File: src/setup_common.sv
// shared types and constants for the node setup decoder, plus its rate store
// assumes one 100 MHz clock; the store stands in for a small non-volatile cell
`timescale 1ns/10ps
package setup_pkg;
  typedef enum logic [1:0] {RATE_1000, RATE_800, RATE_500, RATE_250} rate_t;
  typedef enum logic [1:0] {KIND_PANEL, KIND_RACK, KIND_COMPACT, KIND_DIP} node_kind_t;

  typedef struct packed {
    logic       open_protocol;
    rate_t      rate;
    logic [7:0] address;
    logic       termination;
  } node_cfg_t;

  typedef struct packed {
    logic       protocol_switch;
    logic [1:0] bitrate_select_switches;
    logic       addr_msb_switch;
    logic [3:0] rotary_address;
    logic       termination_select_switch;
    logic [7:0] dip_switches;
  } switches_t;

  typedef struct packed {
    logic [7:0] cable_length_param;
    logic [1:0] open_bitrate_param;
    logic       protocol_mode_param;
  } ctrl_param_t;

  // apb map
  localparam int          ADDR_W           = 8;
  localparam logic [7:0]  ADDR_CTRL_PARAM  = 8'h00;
  localparam logic [7:0]  ADDR_NODE_STATUS = 8'h04;
  localparam logic [7:0]  ADDR_CTRL_RATE   = 8'h08;
  localparam int          CP_MODE_BIT      = 0;
  localparam int          CP_RATE_LSB      = 1;
  localparam int          CP_LEN_LSB       = 8;
  localparam logic [7:0]  CP_LEN_RESET     = 8'h14;
  localparam int          ST_RATE_LSB      = 0;
  localparam int          ST_PROT_BIT      = 2;
  localparam int          ST_TERM_BIT      = 3;
  localparam int          ST_CFG_BIT       = 4;
  localparam int          ST_VALID_BIT     = 5;
  localparam int          ST_DONE_BIT      = 6;
  localparam int          ST_SAVED_BIT     = 7;
  localparam int          ST_ADDR_LSB      = 8;

  // dip switch positions (switch n is bit n-1)
  localparam int DIP_RATE_LO = 0;
  localparam int DIP_RATE_HI = 1;
  localparam int DIP_SAVE    = 7;
  localparam logic [4:0] DIP_SPARE_OFF = 5'h00;

  // cable length to vendor bus rate, in metres and kHz
  localparam int LEN_STEPS = 13;
  localparam logic [7:0]  LEN_LIMIT_M [LEN_STEPS] = '{
    8'h14, 8'h1E, 8'h28, 8'h32, 8'h3C, 8'h46, 8'h50,
    8'h5A, 8'h64, 8'h6E, 8'h78, 8'h82, 8'hFF};
  localparam logic [15:0] LEN_KHZ [LEN_STEPS] = '{
    16'h03E8, 16'h0378, 16'h0320, 16'h02D7, 16'h029A, 16'h0267, 16'h023B,
    16'h0215, 16'h01F4, 16'h01E0, 16'h01AE, 16'h0190, 16'h00FA};
  localparam logic [15:0] KHZ_1000 = 16'h03E8;
  localparam logic [15:0] KHZ_800  = 16'h0320;
  localparam logic [15:0] KHZ_500  = 16'h01F4;
  localparam logic [15:0] KHZ_250  = 16'h00FA;

  // leds: bit0 stop, bit1 run, bit2 tx, bit3 rx
  localparam logic [3:0] LED_OFF  = 4'h0;
  localparam logic [3:0] LED_TX   = 4'h4;
  localparam logic [3:0] LED_1000 = 4'hF;
  localparam logic [3:0] LED_800  = 4'h1;
  localparam logic [3:0] LED_500  = 4'h2;
  localparam logic [3:0] LED_250  = 4'h3;

  // timing
  localparam int CLK_KHZ       = 100000;
  localparam int BLINK_HALF_MS = 250;
  localparam int SETTLE_CYCLES = 3;

  function automatic logic [15:0] rate_khz(input rate_t r);
    unique case (r)
      RATE_1000: rate_khz = KHZ_1000;
      RATE_800:  rate_khz = KHZ_800;
      RATE_500:  rate_khz = KHZ_500;
      RATE_250:  rate_khz = KHZ_250;
    endcase
  endfunction
endpackage

module rate_store (
  // clock and cold init
  input  wire logic            pclk,
  input  wire logic            nvm_init_n,
  // write side
  input  wire logic            write_en,
  input  wire setup_pkg::rate_t write_rate,
  // stored value
  output setup_pkg::rate_t     stored_rate,
  output logic                 stored_valid
);
  // cleared only by the cold init, so a module reset keeps the saved rate
  always_ff @(posedge pclk or negedge nvm_init_n) begin
    if (!nvm_init_n) begin
      stored_rate  <= setup_pkg::RATE_1000;
      stored_valid <= 1'b0;
    end else if (write_en) begin
      stored_rate  <= write_rate;
      stored_valid <= 1'b1;
    end
  end
endmodule

File: src/can_node_setup_decoder.sv
// can node setup decoder: samples the switches once after reset and holds the
// decoded protocol, rate, address and termination; runs the dip module's rate
// configuration mode and the controller's parameter-driven rate choice.
// assumes switches are asynchronous pins and software is an apb master.
//
// Decided for this implementation: register access over APB and the placing of the registers.
`timescale 1ns/10ps
module can_node_setup_decoder #(
  parameter setup_pkg::node_kind_t NODE_KIND = setup_pkg::KIND_PANEL,
  parameter int BLINK_HALF_CYCLES = setup_pkg::BLINK_HALF_MS * setup_pkg::CLK_KHZ
) (
  // clock and resets
  input  wire logic                          pclk,
  input  wire logic                          presetn,
  input  wire logic                          nvm_init_n,
  // apb slave
  input  wire logic                          psel,
  input  wire logic                          penable,
  input  wire logic                          pwrite,
  input  wire logic [setup_pkg::ADDR_W-1:0]  paddr,
  input  wire logic [31:0]                   pwdata,
  output logic [31:0]                        prdata,
  output logic                               pready,
  output logic                               pslverr,
  // switch pins
  input  wire setup_pkg::switches_t          switch_pins,
  // decoded setup
  output setup_pkg::node_cfg_t               node_cfg,
  output logic                               setup_done,
  output logic                               config_mode,
  output logic [3:0]                         led,
  output logic [15:0]                        ctrl_rate_khz
);
  localparam int CNT_W = $clog2(BLINK_HALF_CYCLES + 1);
  localparam int SET_W = $clog2(setup_pkg::SETTLE_CYCLES + 1);

  typedef enum {ST_SETTLE, ST_RUN, ST_CONFIG, ST_SAVED} state_t;

  state_t                 state;
  setup_pkg::switches_t   sync_a;
  setup_pkg::switches_t   sw;
  logic                   save_prev;
  logic [SET_W-1:0]       settle_cnt;
  logic                   capture;
  logic [CNT_W-1:0]       blink_cnt;
  logic                   blink_phase;
  setup_pkg::ctrl_param_t ctrl_param;
  setup_pkg::rate_t       stored_rate;
  logic                   stored_valid;
  setup_pkg::rate_t       dip_sel_rate;
  setup_pkg::node_cfg_t   next_cfg;
  logic                   save_req;
  logic [3:0]             next_led;
  logic [15:0]            next_ctrl_khz;
  logic [31:0]            next_rdata;
  logic                   addr_hit;

  // two-stage synchroniser; only sw is read by logic
  always_ff @(posedge pclk or negedge presetn) begin
    if (!presetn) begin
      sync_a <= '0;
      sw     <= '0;
    end else begin
      sync_a <= switch_pins;
      sw     <= sync_a;
    end
  end

  function automatic setup_pkg::rate_t panel_rate(input logic s2, input logic s3,
                                                  input logic compact);
    unique case ({s2, s3})
      2'b11: panel_rate = setup_pkg::RATE_1000;
      2'b01: panel_rate = setup_pkg::RATE_800;
      2'b10: panel_rate = setup_pkg::RATE_500;
      2'b00: panel_rate = compact ? setup_pkg::RATE_500 : setup_pkg::RATE_250;
    endcase
  endfunction

  function automatic setup_pkg::rate_t dip_rate(input logic d1, input logic d2);
    unique case ({d2, d1})
      2'b00: dip_rate = setup_pkg::RATE_1000;
      2'b01: dip_rate = setup_pkg::RATE_800;
      2'b10: dip_rate = setup_pkg::RATE_500;
      2'b11: dip_rate = setup_pkg::RATE_250;
    endcase
  endfunction

  function automatic logic [3:0] saved_leds(input setup_pkg::rate_t r);
    unique case (r)
      setup_pkg::RATE_1000: saved_leds = setup_pkg::LED_1000;
      setup_pkg::RATE_800:  saved_leds = setup_pkg::LED_800;
      setup_pkg::RATE_500:  saved_leds = setup_pkg::LED_500;
      setup_pkg::RATE_250:  saved_leds = setup_pkg::LED_250;
    endcase
  endfunction

  // settle counter lets the synchroniser fill before the single capture
  always_ff @(posedge pclk or negedge presetn) begin
    if (!presetn) begin
      settle_cnt <= '0;
    end else if (state == ST_SETTLE && !capture) begin
      settle_cnt <= settle_cnt + SET_W'(1);
    end
  end
  assign capture = (state == ST_SETTLE) &&
                   (settle_cnt == SET_W'(setup_pkg::SETTLE_CYCLES));

  assign dip_sel_rate = dip_rate(sw.dip_switches[setup_pkg::DIP_RATE_LO],
                                 sw.dip_switches[setup_pkg::DIP_RATE_HI]);
  // dips three to seven must be off for a save to count
  assign save_req = (state == ST_CONFIG) && sw.dip_switches[setup_pkg::DIP_SAVE] &&
                    !save_prev &&
                    (sw.dip_switches[setup_pkg::DIP_SAVE-1:setup_pkg::DIP_RATE_HI+1]
                     == setup_pkg::DIP_SPARE_OFF);

  always_comb begin
    next_cfg             = '0;
    next_cfg.termination = sw.termination_select_switch;
    if (NODE_KIND == setup_pkg::KIND_DIP) begin
      next_cfg.open_protocol = 1'b1;
      next_cfg.rate          = stored_valid ? stored_rate : setup_pkg::RATE_1000;
      next_cfg.address       = sw.dip_switches;
    end else begin
      next_cfg.open_protocol = (NODE_KIND == setup_pkg::KIND_PANEL) ?
                               sw.protocol_switch : 1'b1;
      next_cfg.rate          = panel_rate(sw.bitrate_select_switches[0],
                                          sw.bitrate_select_switches[1],
                                          NODE_KIND == setup_pkg::KIND_COMPACT);
      next_cfg.address       = {3'h0, sw.addr_msb_switch, sw.rotary_address};
    end
  end

  // taken once per reset, so later switch moves are ignored until the next one
  always_ff @(posedge pclk or negedge presetn) begin
    if (!presetn) begin
      node_cfg <= '0;
    end else if (capture) begin
      node_cfg <= next_cfg;
    end
  end

  always_ff @(posedge pclk or negedge presetn) begin
    if (!presetn) begin
      state <= ST_SETTLE;
    end else begin
      unique case (state)
        ST_SETTLE: if (capture) begin
          if (NODE_KIND == setup_pkg::KIND_DIP && sw.dip_switches == 8'h00) begin
            state <= ST_CONFIG;
          end else begin
            state <= ST_RUN;
          end
        end
        ST_CONFIG: if (save_req) begin
          state <= ST_SAVED;
        end
        // leaving saved needs a presetn reset; no switch setting, dip eight included, is checked for it
        ST_SAVED: state <= ST_SAVED;
        ST_RUN:   state <= ST_RUN;
      endcase
    end
  end

  always_ff @(posedge pclk or negedge presetn) begin
    if (!presetn) begin
      save_prev <= 1'b0;
    end else begin
      save_prev <= sw.dip_switches[setup_pkg::DIP_SAVE];
    end
  end

  rate_store u_store (
    .pclk         (pclk),
    .nvm_init_n   (nvm_init_n),
    .write_en     (save_req),
    .write_rate   (dip_sel_rate),
    .stored_rate  (stored_rate),
    .stored_valid (stored_valid)
  );

  // blink divider only runs in configuration
  always_ff @(posedge pclk or negedge presetn) begin
    if (!presetn) begin
      blink_cnt   <= '0;
      blink_phase <= 1'b0;
    end else if (state != ST_CONFIG) begin
      blink_cnt   <= '0;
      blink_phase <= 1'b0;
    end else if (blink_cnt == CNT_W'(BLINK_HALF_CYCLES - 1)) begin
      blink_cnt   <= '0;
      blink_phase <= !blink_phase;
    end else begin
      blink_cnt   <= blink_cnt + CNT_W'(1);
    end
  end

  always_comb begin
    next_led = setup_pkg::LED_OFF;
    if (state == ST_CONFIG && blink_phase) begin
      next_led = stored_valid ? sw.dip_switches[3:0] : setup_pkg::LED_TX;
    end else if (state == ST_SAVED) begin
      next_led = saved_leds(stored_rate);
    end
  end

  always_ff @(posedge pclk or negedge presetn) begin
    if (!presetn) begin
      led <= setup_pkg::LED_OFF;
    end else begin
      led <= next_led;
    end
  end

  assign setup_done  = (state != ST_SETTLE);
  assign config_mode = (state == ST_CONFIG) || (state == ST_SAVED);

  // controller side: protocol and rate from software parameters
  always_comb begin
    next_ctrl_khz = setup_pkg::LEN_KHZ[setup_pkg::LEN_STEPS-1];
    if (ctrl_param.protocol_mode_param) begin
      next_ctrl_khz = setup_pkg::rate_khz(setup_pkg::rate_t'(ctrl_param.open_bitrate_param));
    end else begin
      for (int i = setup_pkg::LEN_STEPS - 2; i >= 0; i--) begin
        if (ctrl_param.cable_length_param <= setup_pkg::LEN_LIMIT_M[i]) begin
          next_ctrl_khz = setup_pkg::LEN_KHZ[i];
        end
      end
    end
  end

  always_ff @(posedge pclk or negedge presetn) begin
    if (!presetn) begin
      ctrl_rate_khz <= setup_pkg::KHZ_1000;
    end else begin
      ctrl_rate_khz <= next_ctrl_khz;
    end
  end

  // apb: zero wait states, read data registered in the setup cycle
  assign addr_hit = (paddr == setup_pkg::ADDR_CTRL_PARAM) ||
                    (paddr == setup_pkg::ADDR_NODE_STATUS) ||
                    (paddr == setup_pkg::ADDR_CTRL_RATE);
  assign pready   = 1'b1;
  assign pslverr  = psel && penable && !addr_hit;

  always_ff @(posedge pclk or negedge presetn) begin
    if (!presetn) begin
      ctrl_param                    <= '0;
      ctrl_param.cable_length_param <= setup_pkg::CP_LEN_RESET;
    end else if (psel && penable && pwrite && paddr == setup_pkg::ADDR_CTRL_PARAM) begin
      ctrl_param.protocol_mode_param <= pwdata[setup_pkg::CP_MODE_BIT];
      ctrl_param.open_bitrate_param  <= pwdata[setup_pkg::CP_RATE_LSB +: 2];
      ctrl_param.cable_length_param  <= pwdata[setup_pkg::CP_LEN_LSB +: 8];
    end
  end

  always_comb begin
    next_rdata = '0;
    unique case (paddr)
      setup_pkg::ADDR_CTRL_PARAM: begin
        next_rdata[setup_pkg::CP_MODE_BIT]     = ctrl_param.protocol_mode_param;
        next_rdata[setup_pkg::CP_RATE_LSB +: 2] = ctrl_param.open_bitrate_param;
        next_rdata[setup_pkg::CP_LEN_LSB +: 8]  = ctrl_param.cable_length_param;
      end
      setup_pkg::ADDR_NODE_STATUS: begin
        next_rdata[setup_pkg::ST_RATE_LSB +: 2] = node_cfg.rate;
        next_rdata[setup_pkg::ST_PROT_BIT]      = node_cfg.open_protocol;
        next_rdata[setup_pkg::ST_TERM_BIT]      = node_cfg.termination;
        next_rdata[setup_pkg::ST_CFG_BIT]       = config_mode;
        next_rdata[setup_pkg::ST_VALID_BIT]     = stored_valid;
        next_rdata[setup_pkg::ST_DONE_BIT]      = setup_done;
        next_rdata[setup_pkg::ST_SAVED_BIT]     = (state == ST_SAVED);
        next_rdata[setup_pkg::ST_ADDR_LSB +: 8] = node_cfg.address;
      end
      setup_pkg::ADDR_CTRL_RATE: next_rdata[15:0] = ctrl_rate_khz;
      default: next_rdata = '0;
    endcase
  end

  always_ff @(posedge pclk or negedge presetn) begin
    if (!presetn) begin
      prdata <= '0;
    end else if (psel && !penable) begin
      prdata <= next_rdata;
    end
  end
endmodule

File: config.mk
export PLATFORM = sky130hd
export DESIGN_NAME = can_node_setup_decoder
export DESIGN_NICKNAME = d
export VERILOG_FILES = /design/src/setup_common.sv /design/src/can_node_setup_decoder.sv
export SDC_FILE = /design/constraint.sdc
export NUM_CORES = 1
export LEC_CHECK = 0
export ABC_AREA = 1
export BUFFER_PORTS_ARGS = -buffer_cell sky130_fd_sc_hd__buf_2
export CAP_MARGIN = 20
export CORE_AREA = 2 2 129 131
export CTS_CLUSTER_SIZE = 8
export DETAILED_ROUTE_END_ITERATION = 12
export DIE_AREA = 0 0 131 133
export HOLD_SLACK_MARGIN = 0.1
export MAX_ROUTING_LAYER = met4
export PLACE_DENSITY = 0.57
export SYNTH_ARGS = -nofsm -noshare
export SYNTH_HDL_FRONTEND = slang
export SYNTH_SLANG_ARGS = --single-unit
File: constraint.sdc
create_clock -name pclk -period 2.38 [get_ports pclk]
set_clock_uncertainty 0.1 [all_clocks]
set_input_delay 0.476 -clock pclk [delete_from_list [all_inputs] [get_ports pclk]]
set_output_delay 0.476 -clock pclk [all_outputs]
set_load 0.1 [all_outputs]
==> flow_metrics.py <==
metrics = {
    "finish": {
        "syn2layout_area_growth_pct": 24.8,
        "final_cell_mix": "nand2_1, dfrtp_1, buf_2",
        "drive_gt1_share_pct": 23.4,
        "final_nets": 822,
        "post-route-util_pct": 43.7,
        "fin_cells": 984,
        "mostFrequentLayoutCell": "nand2_1",
        "final_area_um2": 7070,
        "antennaDiodeCount": 0,
    },
    "clocking": {
        "postCtsHoldBufs": 19,
        "cts_buffers": 17,
        "cts.path.max_buffers": 2,
        "htree_num_levels": 4,
        "cts_resized": 0,
        "clk_pin_slew_ns": 0.06,
        "clock_latency_ns": 0.41,
        "clkSinkCount": 118,
        "cts_tree": "done",
        "post_cts_buffers": 0,
        "cts_root_buffer": "clkbuf_16",
    },
    "worst_setup_path": {
        "cpMostUsedCell": "inv_1",
        "cp.required_ns": 1.80,
        "path_max_fanout": 3,
        "startpoint_type": "input pin",
        "critPathKind": "in2out",
        "crit_path_end_kind": "output pin",
        "cpPeakStageDelay_ns": 0.32,
        "cp-startpoint": "paddr[5]",
        "r2r_start": "blink_cnt[0]$_DFF_PN0_",
        "cp_data_arrival_time_ns": 1.46,
        "crit_chain": "buf_2, nor2_4, nand2_1, inv_1, nand4_1, inv_1, nor4_4, buf_12",
        "cp_slowest_cell": "nor4_4",
    },
    "synthesis": {
        "syn_inst": 639,
        "synth_edf_count": 0,
        "syn_area_per_cell_um2": 8.87,
        "ys.flop_type": "dfrtp_1",
        "synth_area_um2": 5670,
        "synthDistinctLibCells": 48,
        "synthArstFlopShare_pct": 100,
        "ys_seq_area_share_pct": 52.3,
        "ys_seq_elements": 118,
        "synth.yosys.warnings": 0,
    },
    "sta": {
        "hold_viol_final": 0,
        "setup_violations": 0,
        "timing.fmax_mhz": 491,
        "relSlewSlack_pct": 50.4,
        "slew_violations": 0,
        "fin_crit_sh_pct": 85.6,
        "worstMarginPinSlew_ns": 0.743,
        "min_period_ns": 2.04,
        "tns_ns": 0,
        "hold_slack_ns": 0.174,
        "rsz0062_at_grt": "false",
    },
    "floorplan": {
        "core_um2": 16200,
        "dieWidth_um": 131,
        "start_util_pct": 35.0,
        "die_h_um": 133,
        "io_pins": 131,
        "rows": 47,
        "die-area_um2": 17400,
    },
    "place": {
        "port_buffers": 83,
        "place_area_um2": 6280,
        "place_inst": 933,
        "place_hpwl_um": 9510,
        "place_congestion": 0.919,
    },
    "route": {
        "postRouteAntennaNets": 0,
        "routedWlPerCell_um": 13.3,
        "drt-pass1-iter-count": 4,
        "drt_iter0_drc": 280,
        "routed_wl_um": 13100,
        "num_vias": 4413,
        "drc": 0,
        "vias_per_cell": 4.48,
    },
    "grt": {
        "antenna_found_initial": 0,
        "grt_pass1_vias": 4430,
        "grt_first_pass_wirelength_um": 22000,
        "grtUsageTotal_pct": 16.9,
        "grt_start_max_net_pins": 41,
        "globalRouteOverflowTotal": 0,
    },
    "worst_hold_path": {
        "worstHoldStart": "pwdata[10]",
        "min_path_type": "in2reg",
    },
    "run": {
        "maxCapViolCount": 0,
    },
    "pwr": {
        "p_per_area_nw_per_um2": 738,
        "ir_drop_v": 0.000478,
        "power_leakage_nw": 3.40,
    },
    "run_status": {
        "status": "complete, no violations",
    },
}
[worst paths after layout]
kind,to,slack [ns],cells past startpoint
worst max-delay path,pslverr,0.34,8
worst min register to register,next_cfg[0]$_DFF_PN0_,0.25,0
worst max register to register,blink_cnt[11]$_DFF_PN0_,0.47,7
min in group asynchronous,u_store.stored_rate[1]$_DFFE_PN0P_,0.29,2
worst min-delay path,ctrl_param[5]$_DFFE_PN1P_,0.17,3
max in group asynchronous,ctrl_param[5]$_DFFE_PN1P_,1.00,3
[synthesized netlist by cell type, types with 4 or more instances]
master | number | area share (%)
ha_1 | 8 | 1.8
nor2_2 | 4 | 0.44
nor3_1 | 6 | 0.53
o21ai_0 | 45 | 4.0
mux2_2 | 8 | 1.6
dfstp_2 | 8 | 3.7
or2_2 | 5 | 0.55
dfrtp_1 | 110 | 49
nand3_1 | 24 | 2.1
inv_1 | 75 | 5.0
a31oi_1 | 4 | 0.44
buf_2 | 7 | 0.62
nand4_1 | 12 | 1.3
buf_4 | 26 | 3.4
nor2_1 | 63 | 4.2
nand2_1 | 145 | 9.6
a21oi_1 | 25 | 2.2
nor3_2 | 6 | 1.1
clkbuf_1 | 8 | 0.53
[registers in the layout (all words and copies together) (netlist names)]
signal	count
prdata	16
led	4
next_cfg	7
state	2
sw	10
settle_cnt	2
u_store.stored_valid	1
ctrl_rate_khz	10
blink_phase	1
u_store.stored_rate	2
save_prev	1
sync_a	17
node_cfg	9
ctrl_param	11
blink_cnt	25
[cells by family (layout without fill, tap and decap cells)]
family                     after synthesis  count (layout)  synth area share, %
muxes                                    8               8                 1.59
buffers and inverters                  120             221                 10.2
and+or+nand+nor                        290             290                 24.6
adders and majority gates                8               8                 1.77
AOI/OAI and AO/OA                       87              87                 8.46
other                                    2              26                0.133
xor gates and xnor gates                 6               6                0.928
DFF                                    118             118                 52.3
[report_power, final]
part           internal, W  total [W]  switching (W)
Combinational    0.0000986   0.000577       0.000478
Sequential         0.00207    0.00210      0.0000345
Clock              0.00157    0.00254       0.000973
Total              0.00373    0.00522        0.00149
[metrics by stage]
| step | total power [W] | setup slack, ns |
|---|---|---|
| after floorplan | 0.00258 | -0.0858 |
| after global placement | 0.00269 | 0.346 |
| after detailed placement | 0.00269 | 0.343 |
| after CTS | 0.00530 | 0.322 |
| after global routing | 0.00543 | 0.250 |
| final | 0.00522 | 0.343 |
[area by class of cell]
cell class | count | area [um2]
inverter | 77 | 289
tap | 220 | 275
fill | 1587 | 9100
clock inverter | 14 | 165
multi-input combinational | 425 | 2240
clock buffer | 18 | 429
sequential | 118 | 2960
timing repair buffer | 112 | 711
[layer usage]
| metal | global-route usage (%) | routed length, um |
|---|---|---|
| met5 | - | 0 |
| met4 | 6.56 | 280 |
| met3 | 4.97 | 638 |
| met2 | 26.3 | 6460 |
| met1 | 20.6 | 5690 |
[worst max-delay path, delay by kind of cell]
family        cells  cell delay [ns]
buf+inv           4             0.48
simple gates      4             0.50
(Power assumes the default switching activity.)
